$ cat config.mk
export PLATFORM = sky130hd
export DESIGN_NAME = gdfp_top
export DESIGN_NICKNAME = d
export VERILOG_FILES = /design/src/gdfp_pkg.sv /design/src/gdfp_filt.sv /design/src/gdfp_phase.sv /design/src/gdfp_top.sv
export SDC_FILE = /design/constraint.sdc
export NUM_CORES = 1
export LEC_CHECK = 0
export ABC_AREA = 1
export BUFFER_PORTS_ARGS = -buffer_cell sky130_fd_sc_hd__buf_4
export CORE_MARGIN = 8
export CORE_UTILIZATION = 40
export DETAILED_ROUTE_END_ITERATION = 7
export PLACE_DENSITY = 0.68
export SLEW_MARGIN = 30
export SYNTH_ARGS = -nofsm -noshare
export SYNTH_HDL_FRONTEND = slang
export SYNTH_SLANG_ARGS = --single-unit
$ cat constraint.sdc
create_clock -name pclk -period 2.2 [get_ports pclk]
set_input_delay 0.11 -clock pclk [delete_from_list [all_inputs] [get_ports pclk]]
set_output_delay 0.11 -clock pclk [all_outputs]
set_load 0.1 [all_outputs]
$ cat src/gdfp_pkg.sv
// Shared constants, types and helpers of the gate-driver fault block.
// Assumes a single 250 MHz clock domain.
`default_nettype none
package gdfp_pkg;
  localparam int CLK_NS         = 4;
  localparam int DESAT_FILT_NS  = 1000;
  localparam int UV_FILT_NS     = 700;
  localparam int UV_DRIVE_NS    = 8000;
  localparam int DESAT_FILT_CYC = (DESAT_FILT_NS + CLK_NS - 1) / CLK_NS;
  localparam int UV_FILT_CYC    = (UV_FILT_NS + CLK_NS - 1) / CLK_NS;
  localparam int UV_DRIVE_CYC   = (UV_DRIVE_NS + CLK_NS - 1) / CLK_NS;
  localparam int CNT_W          = 12;
  localparam int TW             = 8;
  localparam logic [7:0] ADDR_STAT  = 8'h00;
  localparam logic [7:0] ADDR_MASK  = 8'h04;
  localparam logic [7:0] ADDR_MODE  = 8'h08;
  localparam logic [7:0] ADDR_DEAD  = 8'h0c;
  localparam logic [7:0] ADDR_BLANK = 8'h10;
  localparam logic [7:0] ADDR_CMD   = 8'h14;
  localparam logic [7:0] ADDR_PHASE = 8'h18;
  localparam int ST_OC    = 0;
  localparam int ST_DESAT = 1;
  localparam int ST_UV    = 2;
  localparam int ST_PHASE = 4;
  localparam int MD_DESAT_KEEP = 0;
  localparam int MD_PHASE_KEEP = 1;
  localparam logic [3:0] OP_IRQ_MASK_CMD_A = 4'h2;
  localparam logic [3:0] OP_MASK1 = 4'h3;
  localparam logic [2:0] OP_MODE  = 3'h2;
  localparam logic [3:0] OP_CLR0  = 4'h6;
  localparam logic [3:0] OP_CLR1  = 4'h7;
  localparam logic [7:0] MASK_RST  = 8'h00;
  localparam logic [1:0] MODE_RST  = 2'h0;
  localparam logic [7:0] DEAD_RST  = 8'h0c;
  localparam logic [7:0] BLANK_RST = 8'h40;

  typedef enum logic [2:0] {
    UV_OK    = 3'b001,
    UV_DRIVE = 3'b010,
    UV_HOLD  = 3'b100
  } gdfp_uv_e;

  typedef struct packed {
    logic hs_on;
    logic ls_on;
    logic hs_err;
    logic ls_err;
    logic desat;
    logic armed;
  } gdfp_ph_s;

  // Set beats clear so no event is lost
  function automatic logic [7:0] gdfp_latch(input logic [7:0] cur,
                                            input logic [7:0] set,
                                            input logic [7:0] clr);
    return (cur & ~clr) | set;
  endfunction
endpackage
`default_nettype wire

$ cat src/gdfp_filt.sv
// Persistence filter: output rises after input held N cycles.
// Assumes input already synchronous to pclk.
`default_nettype none
module gdfp_filt import gdfp_pkg::*; #(
  parameter int N = 4
) (
  // Clock and reset
  input  wire logic pclk,
  input  wire logic presetn,
  // Level in and filtered level out
  input  wire logic din,
  output var  logic dout
);
  logic [CNT_W-1:0] cnt;

  always_ff @(posedge pclk or negedge presetn) begin
    if (!presetn) begin
      cnt  <= '0;
      dout <= 1'b0;
    end else if (!din) begin
      // Drop restarts the timer
      cnt  <= '0;
      dout <= 1'b0;
    end else if (cnt == CNT_W'(N - 1)) begin
      dout <= 1'b1;
    end else begin
      cnt <= cnt + 1'b1;
    end
  end
endmodule
`default_nettype wire

$ cat src/gdfp_phase.sv
// One phase: edge-driven command, deadtime, blanking, error checks.
// Assumes comparator levels are synchronous to pclk.
`default_nettype none
module gdfp_phase import gdfp_pkg::*; (
  // Clock and reset
  input  wire logic          pclk,
  input  wire logic          presetn,
  // Commands and settings
  input  wire logic          up_cmd,
  input  wire logic          lo_cmd,
  input  wire logic [TW-1:0] deadtime,
  input  wire logic [TW-1:0] blank,
  input  wire logic          force_off,
  // Comparators
  input  wire logic          node_high,
  input  wire logic          desat_cmp,
  // State out
  output var  gdfp_ph_s      ph
);
  logic          up_d;
  logic          lo_d;
  logic [1:0]    want;
  logic [TW-1:0] dt;
  logic [TW-1:0] bl;
  logic          chk;

  always_ff @(posedge pclk or negedge presetn) begin
    if (!presetn) begin
      up_d <= 1'b0;
      lo_d <= 1'b0;
    end else begin
      up_d <= up_cmd;
      lo_d <= lo_cmd;
    end
  end

  always_ff @(posedge pclk or negedge presetn) begin
    if (!presetn) begin
      want <= 2'h0;
      dt <= '0;
      bl <= '0;
      chk <= 1'b0;
      ph <= '0;
    end else begin
      ph.hs_err <= 1'b0;
      ph.ls_err <= 1'b0;
      if (force_off) begin
        want <= 2'h0;
        ph.hs_on <= 1'b0;
        ph.ls_on <= 1'b0;
        ph.armed <= 1'b0;
        ph.desat <= 1'b0;
        chk <= 1'b0;
      end else begin
        if (lo_d && !lo_cmd) ph.armed <= 1'b1;
        if (up_cmd && !up_d) begin
          want <= 2'h1;
          if (ph.ls_on) dt <= deadtime;
          ph.ls_on <= 1'b0;
        end else if (lo_cmd && (!lo_d || want == 2'h0)) begin
          want <= 2'h2;
          if (ph.hs_on) dt <= deadtime;
          ph.hs_on <= 1'b0;
          ph.desat <= 1'b0;
        end else if ((want == 2'h1 && !up_cmd) ||
                     (want == 2'h2 && !lo_cmd)) begin
          want <= 2'h0;
          dt <= deadtime;
          ph.hs_on <= 1'b0;
          ph.ls_on <= 1'b0;
          ph.desat <= 1'b0;
          chk <= 1'b0;
        end else if (dt != '0) begin
          dt <= dt - 1'b1;
        end else if (want == 2'h1 && !ph.hs_on && ph.armed) begin
          ph.hs_on <= 1'b1;
          bl <= blank;
          chk <= 1'b1;
        end else if (want == 2'h2 && !ph.ls_on) begin
          ph.ls_on <= 1'b1;
          bl <= blank;
          chk <= 1'b1;
        end else if (bl != '0) begin
          bl <= bl - 1'b1;
        end else if (chk) begin
          chk <= 1'b0;
          ph.hs_err <= ph.hs_on && !node_high;
          ph.ls_err <= ph.ls_on && node_high;
        end
        if (ph.hs_on && !chk && bl == '0) ph.desat <= desat_cmp;
      end
    end
  end
endmodule
`default_nettype wire

$ cat src/gdfp_top.sv
// Fault protection core of a three-phase pre-driver with APB registers.
// Assumes synchronous comparator inputs and an APB master on pclk.
//
// The placing of the registers and register access over APB are this design's own decisions.
`default_nettype none
// Operation
// - Over-current latches and drives flag output
// - Over-current in status; masked interrupt
// - Interrupt holds until gone and cleared
// - Deadtime from low off, then high on
// - Desat starts if source low after blank
// - Desat registered after 1.0 us persistence
// - Desat switches off all six gates
// - Desat drop resets filter, discards fault
// - Faults readable in status register
// - Commands mask and disable desat/phase shutdown
// - Phase node compared to half supply
// - Upper on, node low: high error
// - Lower on, node high: low error
// - Phase errors ORed per phase, all phases
// - Phase interrupt cleared by second clear
// - Undervoltage: drive off 8 us, hold
// - Undervoltage filtered about 700 ns
// - Recovery: lower follows, upper waits init
// - Upper high impedance until lower turns off
// - Hold-off on reset, low supplies
// - Charge pump on below, off above hysteresis
// - Any fault needs lower-upper reinitialization (over-current does not force the gates off or disarm here)
// - Clear 0110 clears flags per bit
// - Interrupt stays if other faults remain
module gdfp_top import gdfp_pkg::*; #(
  parameter int DESAT_N = DESAT_FILT_CYC,
  parameter int UVF_N   = UV_FILT_CYC,
  parameter int UVD_N   = UV_DRIVE_CYC
) (
  // APB slave
  input  wire logic        pclk,
  input  wire logic        presetn,
  input  wire logic        psel,
  input  wire logic        penable,
  input  wire logic        pwrite,
  input  wire logic [7:0]  paddr,
  input  wire logic [31:0] pwdata,
  output var  logic [31:0] prdata,
  output var  logic        pready,
  output var  logic        pslverr,
  // Switch commands and enable
  input  wire logic [2:0]  upper_switch_command,
  input  wire logic [2:0]  lower_switch_command,
  input  wire logic        drive_enable,
  // Comparator and supply levels
  input  wire logic        sense_amp_over,
  input  wire logic [2:0]  phase_source_node,
  input  wire logic [2:0]  desat_detect,
  input  wire logic        gate_drive_supply_uv,
  input  wire logic        gate_supply_disable,
  input  wire logic        vdd_low,
  input  wire logic        pump_below_on,
  input  wire logic        pump_above_off,
  // Gate drive and flags
  output var  logic [2:0]  upper_gate_output,
  output var  logic [2:0]  upper_gate_oe,
  output var  logic [2:0]  lower_gate_output,
  output var  logic        hold_off_en,
  output var  logic        overcurrent_flag_out,
  output var  logic        fault_irq,
  output var  logic        charge_pump_en
);
  ////////////////////////////////////////////////////////////////////////
  gdfp_ph_s     ph [3];
  logic [2:0]   desat_reg;
  logic         uv_q;
  gdfp_uv_e     uv_st;
  logic [CNT_W-1:0] uv_cnt;
  logic [7:0]   status;
  logic [7:0]   mask;
  logic [1:0]   mode;
  logic [TW-1:0] deadtime;
  logic [TW-1:0] blank;
  logic         sd;
  logic         force_off;
  logic         hold;
  logic [7:0]   set_v;
  logic [7:0]   clr_v;
  logic [7:0]   next_status;
  logic [7:0]   next_mask;
  logic         wr;
  logic         acc;
  logic [7:0]   cmd;
  logic [2:0]   perr;
  logic         trig;

  ////////////////////////////////////////////////////////////////////////
  // Per-phase sequencing and desat persistence
  for (genvar g = 0; g < 3; g++) begin : g_ph
    gdfp_phase u_ph (
      .pclk      (pclk),
      .presetn   (presetn),
      .up_cmd    (upper_switch_command[g]),
      .lo_cmd    (lower_switch_command[g]),
      .deadtime  (deadtime),
      .blank     (blank),
      .force_off (force_off),
      .node_high (phase_source_node[g]),
      .desat_cmp (desat_detect[g]),
      .ph        (ph[g])
    );
    gdfp_filt #(.N(DESAT_N)) u_dsf (
      .pclk    (pclk),
      .presetn (presetn),
      .din     (ph[g].desat),
      .dout    (desat_reg[g])
    );
    assign perr[g] = ph[g].hs_err | ph[g].ls_err;
  end

  // Short glitches on the supply must not trip shutdown
  gdfp_filt #(.N(UVF_N)) u_uvf (
    .pclk    (pclk),
    .presetn (presetn),
    .din     (gate_drive_supply_uv),
    .dout    (uv_q)
  );

  ////////////////////////////////////////////////////////////////////////
  // Command decode and fault latches
  assign acc = psel && penable && pready;
  assign wr  = acc && pwrite && !pslverr;
  assign cmd = pwdata[7:0];

  always_comb begin
    set_v = '0;
    set_v[ST_OC]    = sense_amp_over;
    set_v[ST_DESAT] = |desat_reg;
    set_v[ST_UV]    = uv_q;
    set_v[ST_PHASE] = |perr;
    clr_v = '0;
    if (wr && paddr == ADDR_CMD && cmd[7:4] == OP_CLR0)
      clr_v[3:0] = cmd[3:0];
    if (wr && paddr == ADDR_CMD && cmd[7:4] == OP_CLR1)
      clr_v[7:4] = cmd[3:0];
    next_status = gdfp_latch(status, set_v, clr_v);
  end

  always_ff @(posedge pclk or negedge presetn) begin
    if (!presetn) status <= '0;
    else status <= next_status;
  end

  // Mask write reaches the interrupt in the same cycle as the register
  always_comb begin
    next_mask = mask;
    if (wr && paddr == ADDR_MASK) next_mask = pwdata[7:0];
    if (wr && paddr == ADDR_CMD && cmd[7:4] == OP_IRQ_MASK_CMD_A)
      next_mask[3:0] = cmd[3:0];
    if (wr && paddr == ADDR_CMD && cmd[7:4] == OP_MASK1)
      next_mask[7:4] = cmd[3:0];
  end

  always_ff @(posedge pclk or negedge presetn) begin
    if (!presetn) mask <= MASK_RST;
    else mask <= next_mask;
  end

  // Interrupt tracks unmasked, uncleared faults
  always_ff @(posedge pclk or negedge presetn) begin
    if (!presetn) fault_irq <= 1'b0;
    else fault_irq <= |(next_status & next_mask);
  end

  always_ff @(posedge pclk or negedge presetn) begin
    if (!presetn) overcurrent_flag_out <= 1'b0;
    else overcurrent_flag_out <= sense_amp_over;
  end

  ////////////////////////////////////////////////////////////////////////
  // Configuration registers
  always_ff @(posedge pclk or negedge presetn) begin
    if (!presetn) begin
      mode <= MODE_RST;
      deadtime <= DEAD_RST;
      blank <= BLANK_RST;
    end else if (wr) begin
      unique case (paddr)
        ADDR_MODE:  mode <= pwdata[1:0];
        ADDR_DEAD:  deadtime <= pwdata[TW-1:0];
        ADDR_BLANK: blank <= pwdata[TW-1:0];
        ADDR_CMD:   if (cmd[7:5] == OP_MODE) mode <= cmd[1:0];
        default: ;
      endcase
    end
  end

  ////////////////////////////////////////////////////////////////////////
  // Protective shutdown, held until its status bits are cleared
  assign trig = (|desat_reg && !mode[MD_DESAT_KEEP]) ||
                (|perr && !mode[MD_PHASE_KEEP]);

  always_ff @(posedge pclk or negedge presetn) begin
    if (!presetn) sd <= 1'b0;
    else sd <= trig ||
               (sd && (next_status[ST_DESAT] || next_status[ST_PHASE]));
  end

  ////////////////////////////////////////////////////////////////////////
  // Supply undervoltage sequence
  always_ff @(posedge pclk or negedge presetn) begin
    if (!presetn) begin
      uv_st <= UV_OK;
      uv_cnt <= '0;
    end else begin
      unique case (uv_st)
        UV_OK: if (uv_q) begin
          uv_st <= UV_DRIVE;
          uv_cnt <= '0;
        end
        UV_DRIVE: if (!uv_q) begin
          uv_st <= UV_OK;
        end else if (uv_cnt == CNT_W'(UVD_N - 1)) begin
          uv_st <= UV_HOLD;
        end else begin
          uv_cnt <= uv_cnt + 1'b1;
        end
        UV_HOLD: if (!uv_q) uv_st <= UV_OK;
        default: uv_st <= UV_OK;
      endcase
    end
  end

  // Shutdown, hold, undervoltage and drive-disable paths disarm the upper switches until re-init; over-current does not
  assign hold = vdd_low || gate_supply_disable || uv_st == UV_HOLD;
  assign force_off = sd || hold || uv_st != UV_OK || !drive_enable;

  ////////////////////////////////////////////////////////////////////////
  // Gate outputs
  always_ff @(posedge pclk or negedge presetn) begin
    if (!presetn) begin
      upper_gate_output <= '0;
      upper_gate_oe <= '0;
      lower_gate_output <= '0;
      hold_off_en <= 1'b1;
    end else begin
      hold_off_en <= hold;
      for (int i = 0; i < 3; i++) begin
        if (hold) begin
          upper_gate_output[i] <= 1'b0;
          upper_gate_oe[i] <= 1'b0;
          lower_gate_output[i] <= 1'b0;
        end else if (force_off) begin
          upper_gate_output[i] <= 1'b0;
          upper_gate_oe[i] <= 1'b1;
          lower_gate_output[i] <= 1'b0;
        end else begin
          upper_gate_output[i] <= ph[i].hs_on;
          upper_gate_oe[i] <= ph[i].armed;
          lower_gate_output[i] <= ph[i].ls_on;
        end
      end
    end
  end

  always_ff @(posedge pclk or negedge presetn) begin
    if (!presetn) charge_pump_en <= 1'b0;
    else if (pump_below_on) charge_pump_en <= 1'b1;
    else if (pump_above_off) charge_pump_en <= 1'b0;
  end

  ////////////////////////////////////////////////////////////////////////
  // APB: no wait state, answer in first access cycle
  always_ff @(posedge pclk or negedge presetn) begin
    if (!presetn) begin
      pready <= 1'b0;
      pslverr <= 1'b0;
      prdata <= '0;
    end else begin
      pready <= psel && !penable;
      pslverr <= 1'b0;
      prdata <= '0;
      if (psel && !penable) begin
        unique case (paddr)
          ADDR_STAT:  prdata <= {24'h0, status};
          ADDR_MASK:  prdata <= {24'h0, mask};
          ADDR_MODE:  prdata <= {30'h0, mode};
          ADDR_DEAD:  prdata <= {24'h0, deadtime};
          ADDR_BLANK: prdata <= {24'h0, blank};
          ADDR_CMD:   prdata <= '0;
          ADDR_PHASE: prdata <= {24'h0, uv_st, sd, phase_source_node,
                                 charge_pump_en};
          default:    pslverr <= 1'b1;
        endcase
      end
    end
  end
endmodule
`default_nettype wire

==> flow_summary.json, run 1 <==
{
  "htree_levels": 1,
  "worst_ep_required_time_ns": 2.59,
  "nets": 1680,
  "die_x_um": 183,
  "timing.max_slew.rel_slack_pct": 65.3,
  "asyncSetResetFlopFracSynth_pct": 100,
  "hold_path.class": "in2reg",
  "post_route_cells_drive_above_1_share_pct": 10.5,
  "root_buffer": "clkbuf_16",
  "yosys_reg_bits": 206,
  "post_synth_most_frequent_cells": "nand2_1, inv_1, dfrtp_1",
  "grt_start_max_net_pins": 55,
  "site_rows": 61,
  "synth.most_common_cell": "nand2_1",
  "cts-root-to-sink-buffers": 3,
  "postRouteAntennaNets": 0,
  "globalRouteOverflowTotal": 0,
  "number_of_endpoints_failing_setup_at_the_final_stage": 0,
  "route.detailed.wl_per_inst_um": 14.3,
  "finClkSkew_ns": 0.0108,
  "fill_cell_instance_count_of_the_final_layout": 2711,
  "worst-endpoint-arrival_ns": 2.45,
  "remaining_drc_errors": 0,
  "drt_pass1_iterations": 6,
  "clk_transition_reported_paths_ns": 0.06,
  "power.leakage_uw": 0.00626,
  "r2r_start": "g_ph[1].u_ph.dt[0]",
  "ios": 111,
  "power_density_nw_per_um2": 606,
  "grt_pass1_wl_um": 47400,
  "cts-buffers-inserted": 23,
  "hold_violations": 0,
  "critPathKind": "reg2reg",
  "synth.yosys.seq_area_share_pct": 46.1,
  "core-area_um2": 27600,
  "drv_slew": 0,
  "stdcell_count": 1992,
  "timing.critical_path.mode_cell": "nand2_1",
  "worst_setup_path_start_kind": "flop",
  "critical_path_fanouts_max": 15,
  "cts_sinks": 206,
  "status": "completed",
  "fin_crit_ns": 2.06,
  "dpl.hpwl_um": 21000,
  "place.port_buffers": 62,
  "track_usage_pct": 16.9,
  "place_congestion": 0.887,
  "area_growth_pct": 18.7,
  "vertical_die_dimension_um": 183,
  "synthCells": 1469,
  "clock_latency_on_the_worst_skew_pair_ns": 0.50,
  "cpPeakStageDelay_ns": 0.40,
  "tritoncts": "yes",
  "vias_per_cell": 5.06,
  "vias": 10100,
  "final_routed_wirelength_um": 28500,
  "vdd_ir_drop_max_mv": 0.528,
  "post_synth_num_cell_types": 41,
  "timing_worst_slew_pin_value_ns": 0.517,
  "post-route-period-util_pct": 93.5,
  "critical_path.cell_chain": "inv_1 -> ha_1 -> nand3_1 -> nor2_1 -> nand2_1 -> nor2_2 -> inv_1 -> nor2_4 -> buf_12 -> nand2_1 -> nand2_1 -> nand2_1",
  "crit_start": "g_ph[1].u_ph.dt[0]",
  "grt_pass1_vias": 9566,
  "netlist.area_leader.share_pct": 45.0,
  "crit_path_end_kind": "flop",
  "antenna_found_initial": 0,
  "antenna-diode-count": 0,
  "synth_warnings": 0,
  "dr.first_iter.drc_count": 798,
  "synth_top_cell_by_area": "dfrtp_1",
  "number_of_synthesized_flops_with_an_enable_pin": 0,
  "clock.fmax_mhz": 486,
  "placed_cells": 1914,
  "min_from": "psel",
  "synth_ff_type": "dfrtp_1",
  "floorplan.die_area_um2": 33600,
  "post_synth.cell_area_avg_um2": 7.61,
  "synth_area_um2": 11200,
  "yosys-top-cells-area": "dfrtp_1, nand2_1, inv_1, o21ai_0, nand3_1",
  "floorplan.initialDensity_pct": 40.5,
  "total_power_uw": 8040,
  "slowest_stage": "dfrtp_1",
  "cap_violations": 0
}
[critical path, delay by kind of cell, from the launching register on]
kind	cells	cell delay, ns
flops	1	0.40
buf+inv	3	0.36
simple gates	8	0.98
fa+ha+maj	1	0.20
[kinds of logic after synthesis]
group | count (synthesis) | synth area share (%)
AND/OR/NAND/NOR | 691 | 27.1
buffers and inverters | 266 | 10.1
adder cells (fa/ha/maj) | 18 | 2.01
AO/OA/AOI/OAI | 264 | 12.8
XOR/XNOR | 23 | 1.80
flip-flops | 206 | 46.1
other | 1 | 0.0335
[registers in the layout, summed over array words and instances (netlist names), 6 cells and up]
signal,cells
g_ph.u_dsf.cnt,36
g_ph.u_ph.bl,24
g_ph.u_ph.dt,24
g_ph.u_ph.ph,18
u_uvf.cnt,12
uv_cnt,12
blank,8
deadtime,8
mask,8
prdata,8
status,8
g_ph.u_ph.want,6
[layout by cell type, fill, tap and decap left out, types with 5 or more instances in the layout]
cell type	count
clkbuf_1	10
o211ai_1	18
dlygate4sd3_1	30
dfrtp_1	200
conb_1	24
ha_1	18
inv_1	214
nor4_1	12
nor3_1	40
a21oi_1	63
o21ai_0	145
o21a_1	5
nand4_1	35
nand2_1	334
nand2_2	6
nor2_1	133
dfstp_2	5
a31oi_1	7
nand3_1	104
xor2_1	20
buf_12	5
nor2_2	6
buf_4	94
o21ai_1	9
clkbuf_16	23
o22ai_1	5
[area by class of cell]
| cell class | count | area, um^2 | area share (%) |
|---|---|---|---|
| Timing Repair Buffer | 130 | 1120 | 8.44 |
| Sequential cell | 206 | 5160 | 38.9 |
| Inverter | 217 | 815 | 6.14 |
| Clock buffer | 35 | 641 | 4.83 |
| Multi-Input combinational cell | 1020 | 5000 | 37.7 |
| Clock inverter | 6 | 57.6 | 0.434 |
| Tap cell | 378 | 473 | 3.56 |
[per-layer routing]
metal	part of all wire [%]	GRT usage [%]	vias to the layer above
met4	2.5	4.62	0
met1	46	23.4	4785
met3	6.0	2.69	46
li1	-	-	4991
met5	0	0	-
met2	45	27.1	256
[power by group]
group	internal (uW)	switching, uW	total (uW)
clock	2120	1490	3600
sequential	3810	13.7	3830
combinational	144	467	611
[per-stage QoR]
step | area (um^2) | utilization (%) | worst slack (ns) | setup TNS [ns] | hold WS, ns
global placement | 12200 | 44.1 | 0.173 | 0 | 0.112
finish | 13300 | 48.0 | 0.143 | 0 | 0.0396
CTS | 13200 | 47.7 | 0.0491 | 0 | 0.0222
detailed placement | 12200 | 44.1 | 0.0551 | 0 | 0.118
floorplan | 11300 | - | 0.131 | 0 | -0.186
global route | 13300 | 48.0 | -0.00566 | -0.00719 | 0.0768
[timing repair]
item	in CTS	in global routing
hold buffers	30	0
resized for setup	0	7
endpoints found under the hold margin	154	0
setup endpoints to repair	0	36
buffers inserted	0	7
[path summary, 6_finish.rpt]
check	to	slack, ns	cells past startpoint
min reg2reg	g_ph[0].u_ph.dt[7]	0.48	2
max in group asynchronous	u_uvf.cnt[7]	1.34	3
max reg2reg	g_ph[1].u_ph.bl[3]	0.14	12
max	g_ph[1].u_ph.bl[3]	0.14	12
min	prdata[2]	0.04	5
min in group asynchronous	g_ph[1].u_dsf.cnt[6]	0.16	2
No activity file was read; power rests on OpenSTA's default activity.
==> inputs of run 2 (changes only) <==
==> constraint.sdc (replaced) <==
create_clock -name pclk -period 2.4 [get_ports pclk]
set_input_delay 0.12 -clock pclk [delete_from_list [all_inputs] [get_ports pclk]]
set_output_delay 0.12 -clock pclk [all_outputs]
set_load 0.1 [all_outputs]
==> run 2 against run 1 <==
Final cell count fell by 0.85%. Die area unchanged. Utilization fell by 0.66 points. Setup slack better by 0.088 ns. Sequential share of layout area grew 0.53 points. Via count down 1.3%. Clock-buffer cell count fell by 3. Clock power down 9.4%. Global-route usage fell by 0.22 points. Critical path depth down 2.
==> flow_summary.json, run 2 (synthesis gave the netlist of run 1 again) <==
{
  "regMostFlops": "g_ph.u_dsf.cnt",
  "grt_pass1_wl_um": 46900,
  "tritoncts": "yes",
  "critical_path_fanouts_max": 15,
  "finClkSkew_ns": 0.00675,
  "core-area_um2": 27600,
  "vias": 9945,
  "cts-buffers-inserted": 23,
  "seqPwrFrac_pct": 47.9,
  "slowest_stage": "dlygate4sd3_1",
  "hold_violations": 0,
  "multiInputGateArea_um2": 4980,
  "vdd_ir_drop_max_mv": 0.440,
  "root_buffer": "clkbuf_16",
  "postRouteAntennaNets": 0,
  "fill_cell_instance_count_of_the_final_layout": 2687,
  "setup_tns_ns": 0,
  "post_route_cells_drive_above_1_share_pct": 9.58,
  "comb_power_share_pct": 7.6,
  "final_routed_wirelength_um": 28000,
  "nets": 1666,
  "site_rows": 61,
  "power.share.switching_pct": 24.6,
  "power_density_nw_per_um2": 559,
  "vertical_die_dimension_um": 183,
  "clock_latency_on_the_worst_skew_pair_ns": 0.50,
  "drv_slew": 0,
  "critPathKind": "in2reg",
  "clock.fmax_mhz": 461,
  "cap_violations": 0,
  "ios": 111,
  "grt_start_max_net_pins": 62,
  "timing_worst_slew_pin_value_ns": 0.558,
  "antenna_found_initial": 0,
  "antenna-diode-count": 0,
  "area_growth_pct": 17.0,
  "rsz0062_at_grt": "false",
  "fin_crit_ns": 2.17,
  "layout.cells.most_common_list": "nand2_1, inv_1, dfrtp_1",
  "post-route-period-util_pct": 90.4,
  "placed_cells": 1906,
  "route.detailed.wl_per_inst_um": 14.2,
  "critical_path.n_buffers_inverters": 3,
  "dpl.hpwl_um": 20400,
  "vias_per_cell": 5.04,
  "cts-root-to-sink-buffers": 3,
  "die_x_um": 183,
  "track_usage_pct": 16.7,
  "number_of_endpoints_failing_setup_at_the_final_stage": 0,
  "worst_ep_required_time_ns": 2.79,
  "globalRouteOverflowTotal": 0,
  "floorplan.initialDensity_pct": 40.5,
  "grt_util_met1_pct": 23.3,
  "drt_pass1_iterations": 5,
  "hold_path.class": "in2reg",
  "grt_util_met2_pct": 26.4,
  "place_congestion": 0.895,
  "share_of_total_power_in_the_clock_network_pct": 44.6,
  "netSwitchingPower_uw": 1800,
  "floorplan.die_area_um2": 33600,
  "layout.cells.most_common": "nand2_1",
  "biggest_regs": "g_ph.u_dsf.cnt: 36 flops, g_ph.u_ph.bl: 24 flops, g_ph.u_ph.dt: 24 flops",
  "critical_path.cell_chain": "dlygate4sd3_1 -> buf_4 -> nor2_1 -> dlygate4sd3_1 -> o31ai_2 -> nor2_4 -> nand3_1 -> nor2_4 -> nand3_1 -> o21a_1",
  "layout.area.seq_um2": 5160,
  "worst_setup_path_start_kind": "primary input",
  "crit_path_end_kind": "flop",
  "stdcell_count": 1975,
  "cts_sinks": 206,
  "place.port_buffers": 62,
  "critical-path-top-delay-family": "buffers and inverters",
  "largest_reg_flops": 36,
  "status": "completed",
  "cpPeakStageDelay_ns": 0.59,
  "dr.first_iter.drc_count": 794,
  "timing.max_slew.rel_slack_pct": 62.6,
  "remaining_drc_errors": 0,
  "grt_util_met3_pct": 2.91,
  "htree_levels": 1,
  "internal_power_uw": 5520,
  "global_route.peak_usage_layer": "met2",
  "worst-endpoint-arrival_ns": 2.56,
  "grt_pass1_vias": 9548,
  "clk_transition_reported_paths_ns": 0.06,
  "power.leakage_uw": 0.00619
}
-- run 2: path summary, 6_finish.rpt --
| check | from | to | slack, ns | cells after the start |
|---|---|---|---|---|
| setup / recovery | gate_supply_disable | g_ph[2].u_ph.dt[6] | 0.23 | 10 |
| hold / removal | pwdata[7] | blank[7] | 0.02 | 3 |
| setup reg to reg | uv_st[0] | g_ph[2].u_ph.dt[6] | 0.23 | 8 |
| hold reg to reg | u_uvf.dout | uv_st[0] | 0.47 | 1 |
| max in group asynchronous | presetn | deadtime[3] | 1.50 | 3 |
| min in group asynchronous | presetn | g_ph[1].u_dsf.cnt[10] | 0.15 | 2 |
-- run 2: through the flow --
step / util (%) / power [uW] / hold slack (ns) / setup slack [ns] / cell area (um^2)
after floorplan: - / 3920 / -0.176 / 0.199 / 11300
after global placement: 43.8 / 4080 / 0.126 / 0.305 / 12100
after detailed placement: 43.8 / 4090 / 0.129 / 0.233 / 12100
after CTS: 47.3 / 7410 / 0.0126 / 0.219 / 13100
after global routing: 47.4 / 7600 / 0.0300 / 0.0321 / 13100
final: 47.4 / 7320 / 0.0178 / 0.231 / 13100
-- run 2: power by group through the flow --
stage          clock network, uW  logic (uW)  registers [uW]
4_1_cts                     3350         556            3510
5_1_grt                     3500         597            3510
3_3_place_gp                   0         515            3570
6_report                    3260         553            3510
3_5_place_dp                   0         517            3570
2_1_floorplan                  0         292            3620
-- run 2: routing by layer --
metal | vias to the layer above | part of all wire [%]
met2 | 230 | 45
met1 | 4688 | 47
met5 | - | 0
li1 | 4974 | -
met4 | 0 | 2.5
met3 | 53 | 5.4
-- run 2: layout make-up --
class | count | share of cell area [%]
clock buffers | 32 | 5.04
clock inverters | 6 | 0.249
inverters | 217 | 6.22
multi-input cells | 1020 | 38.0
flip-flops and latches | 206 | 39.4
well taps | 378 | 3.61
repair buffers | 116 | 7.43
-- run 2: tightest hold or removal path: cells and delay by family --
kind / cells / cell delay, ns
buffers and inverters: 2 / 0.18
AOI/OAI and AO/OA: 1 / 0.18
-- run 2: timing repair --
item / in CTS / in global routing
hold endpoints to repair: 112 / 0
gates resized for setup: 0 / 0
setup endpoints to repair: 0 / 1
buffers inserted: 0 / 3
hold buffers: 28 / 0
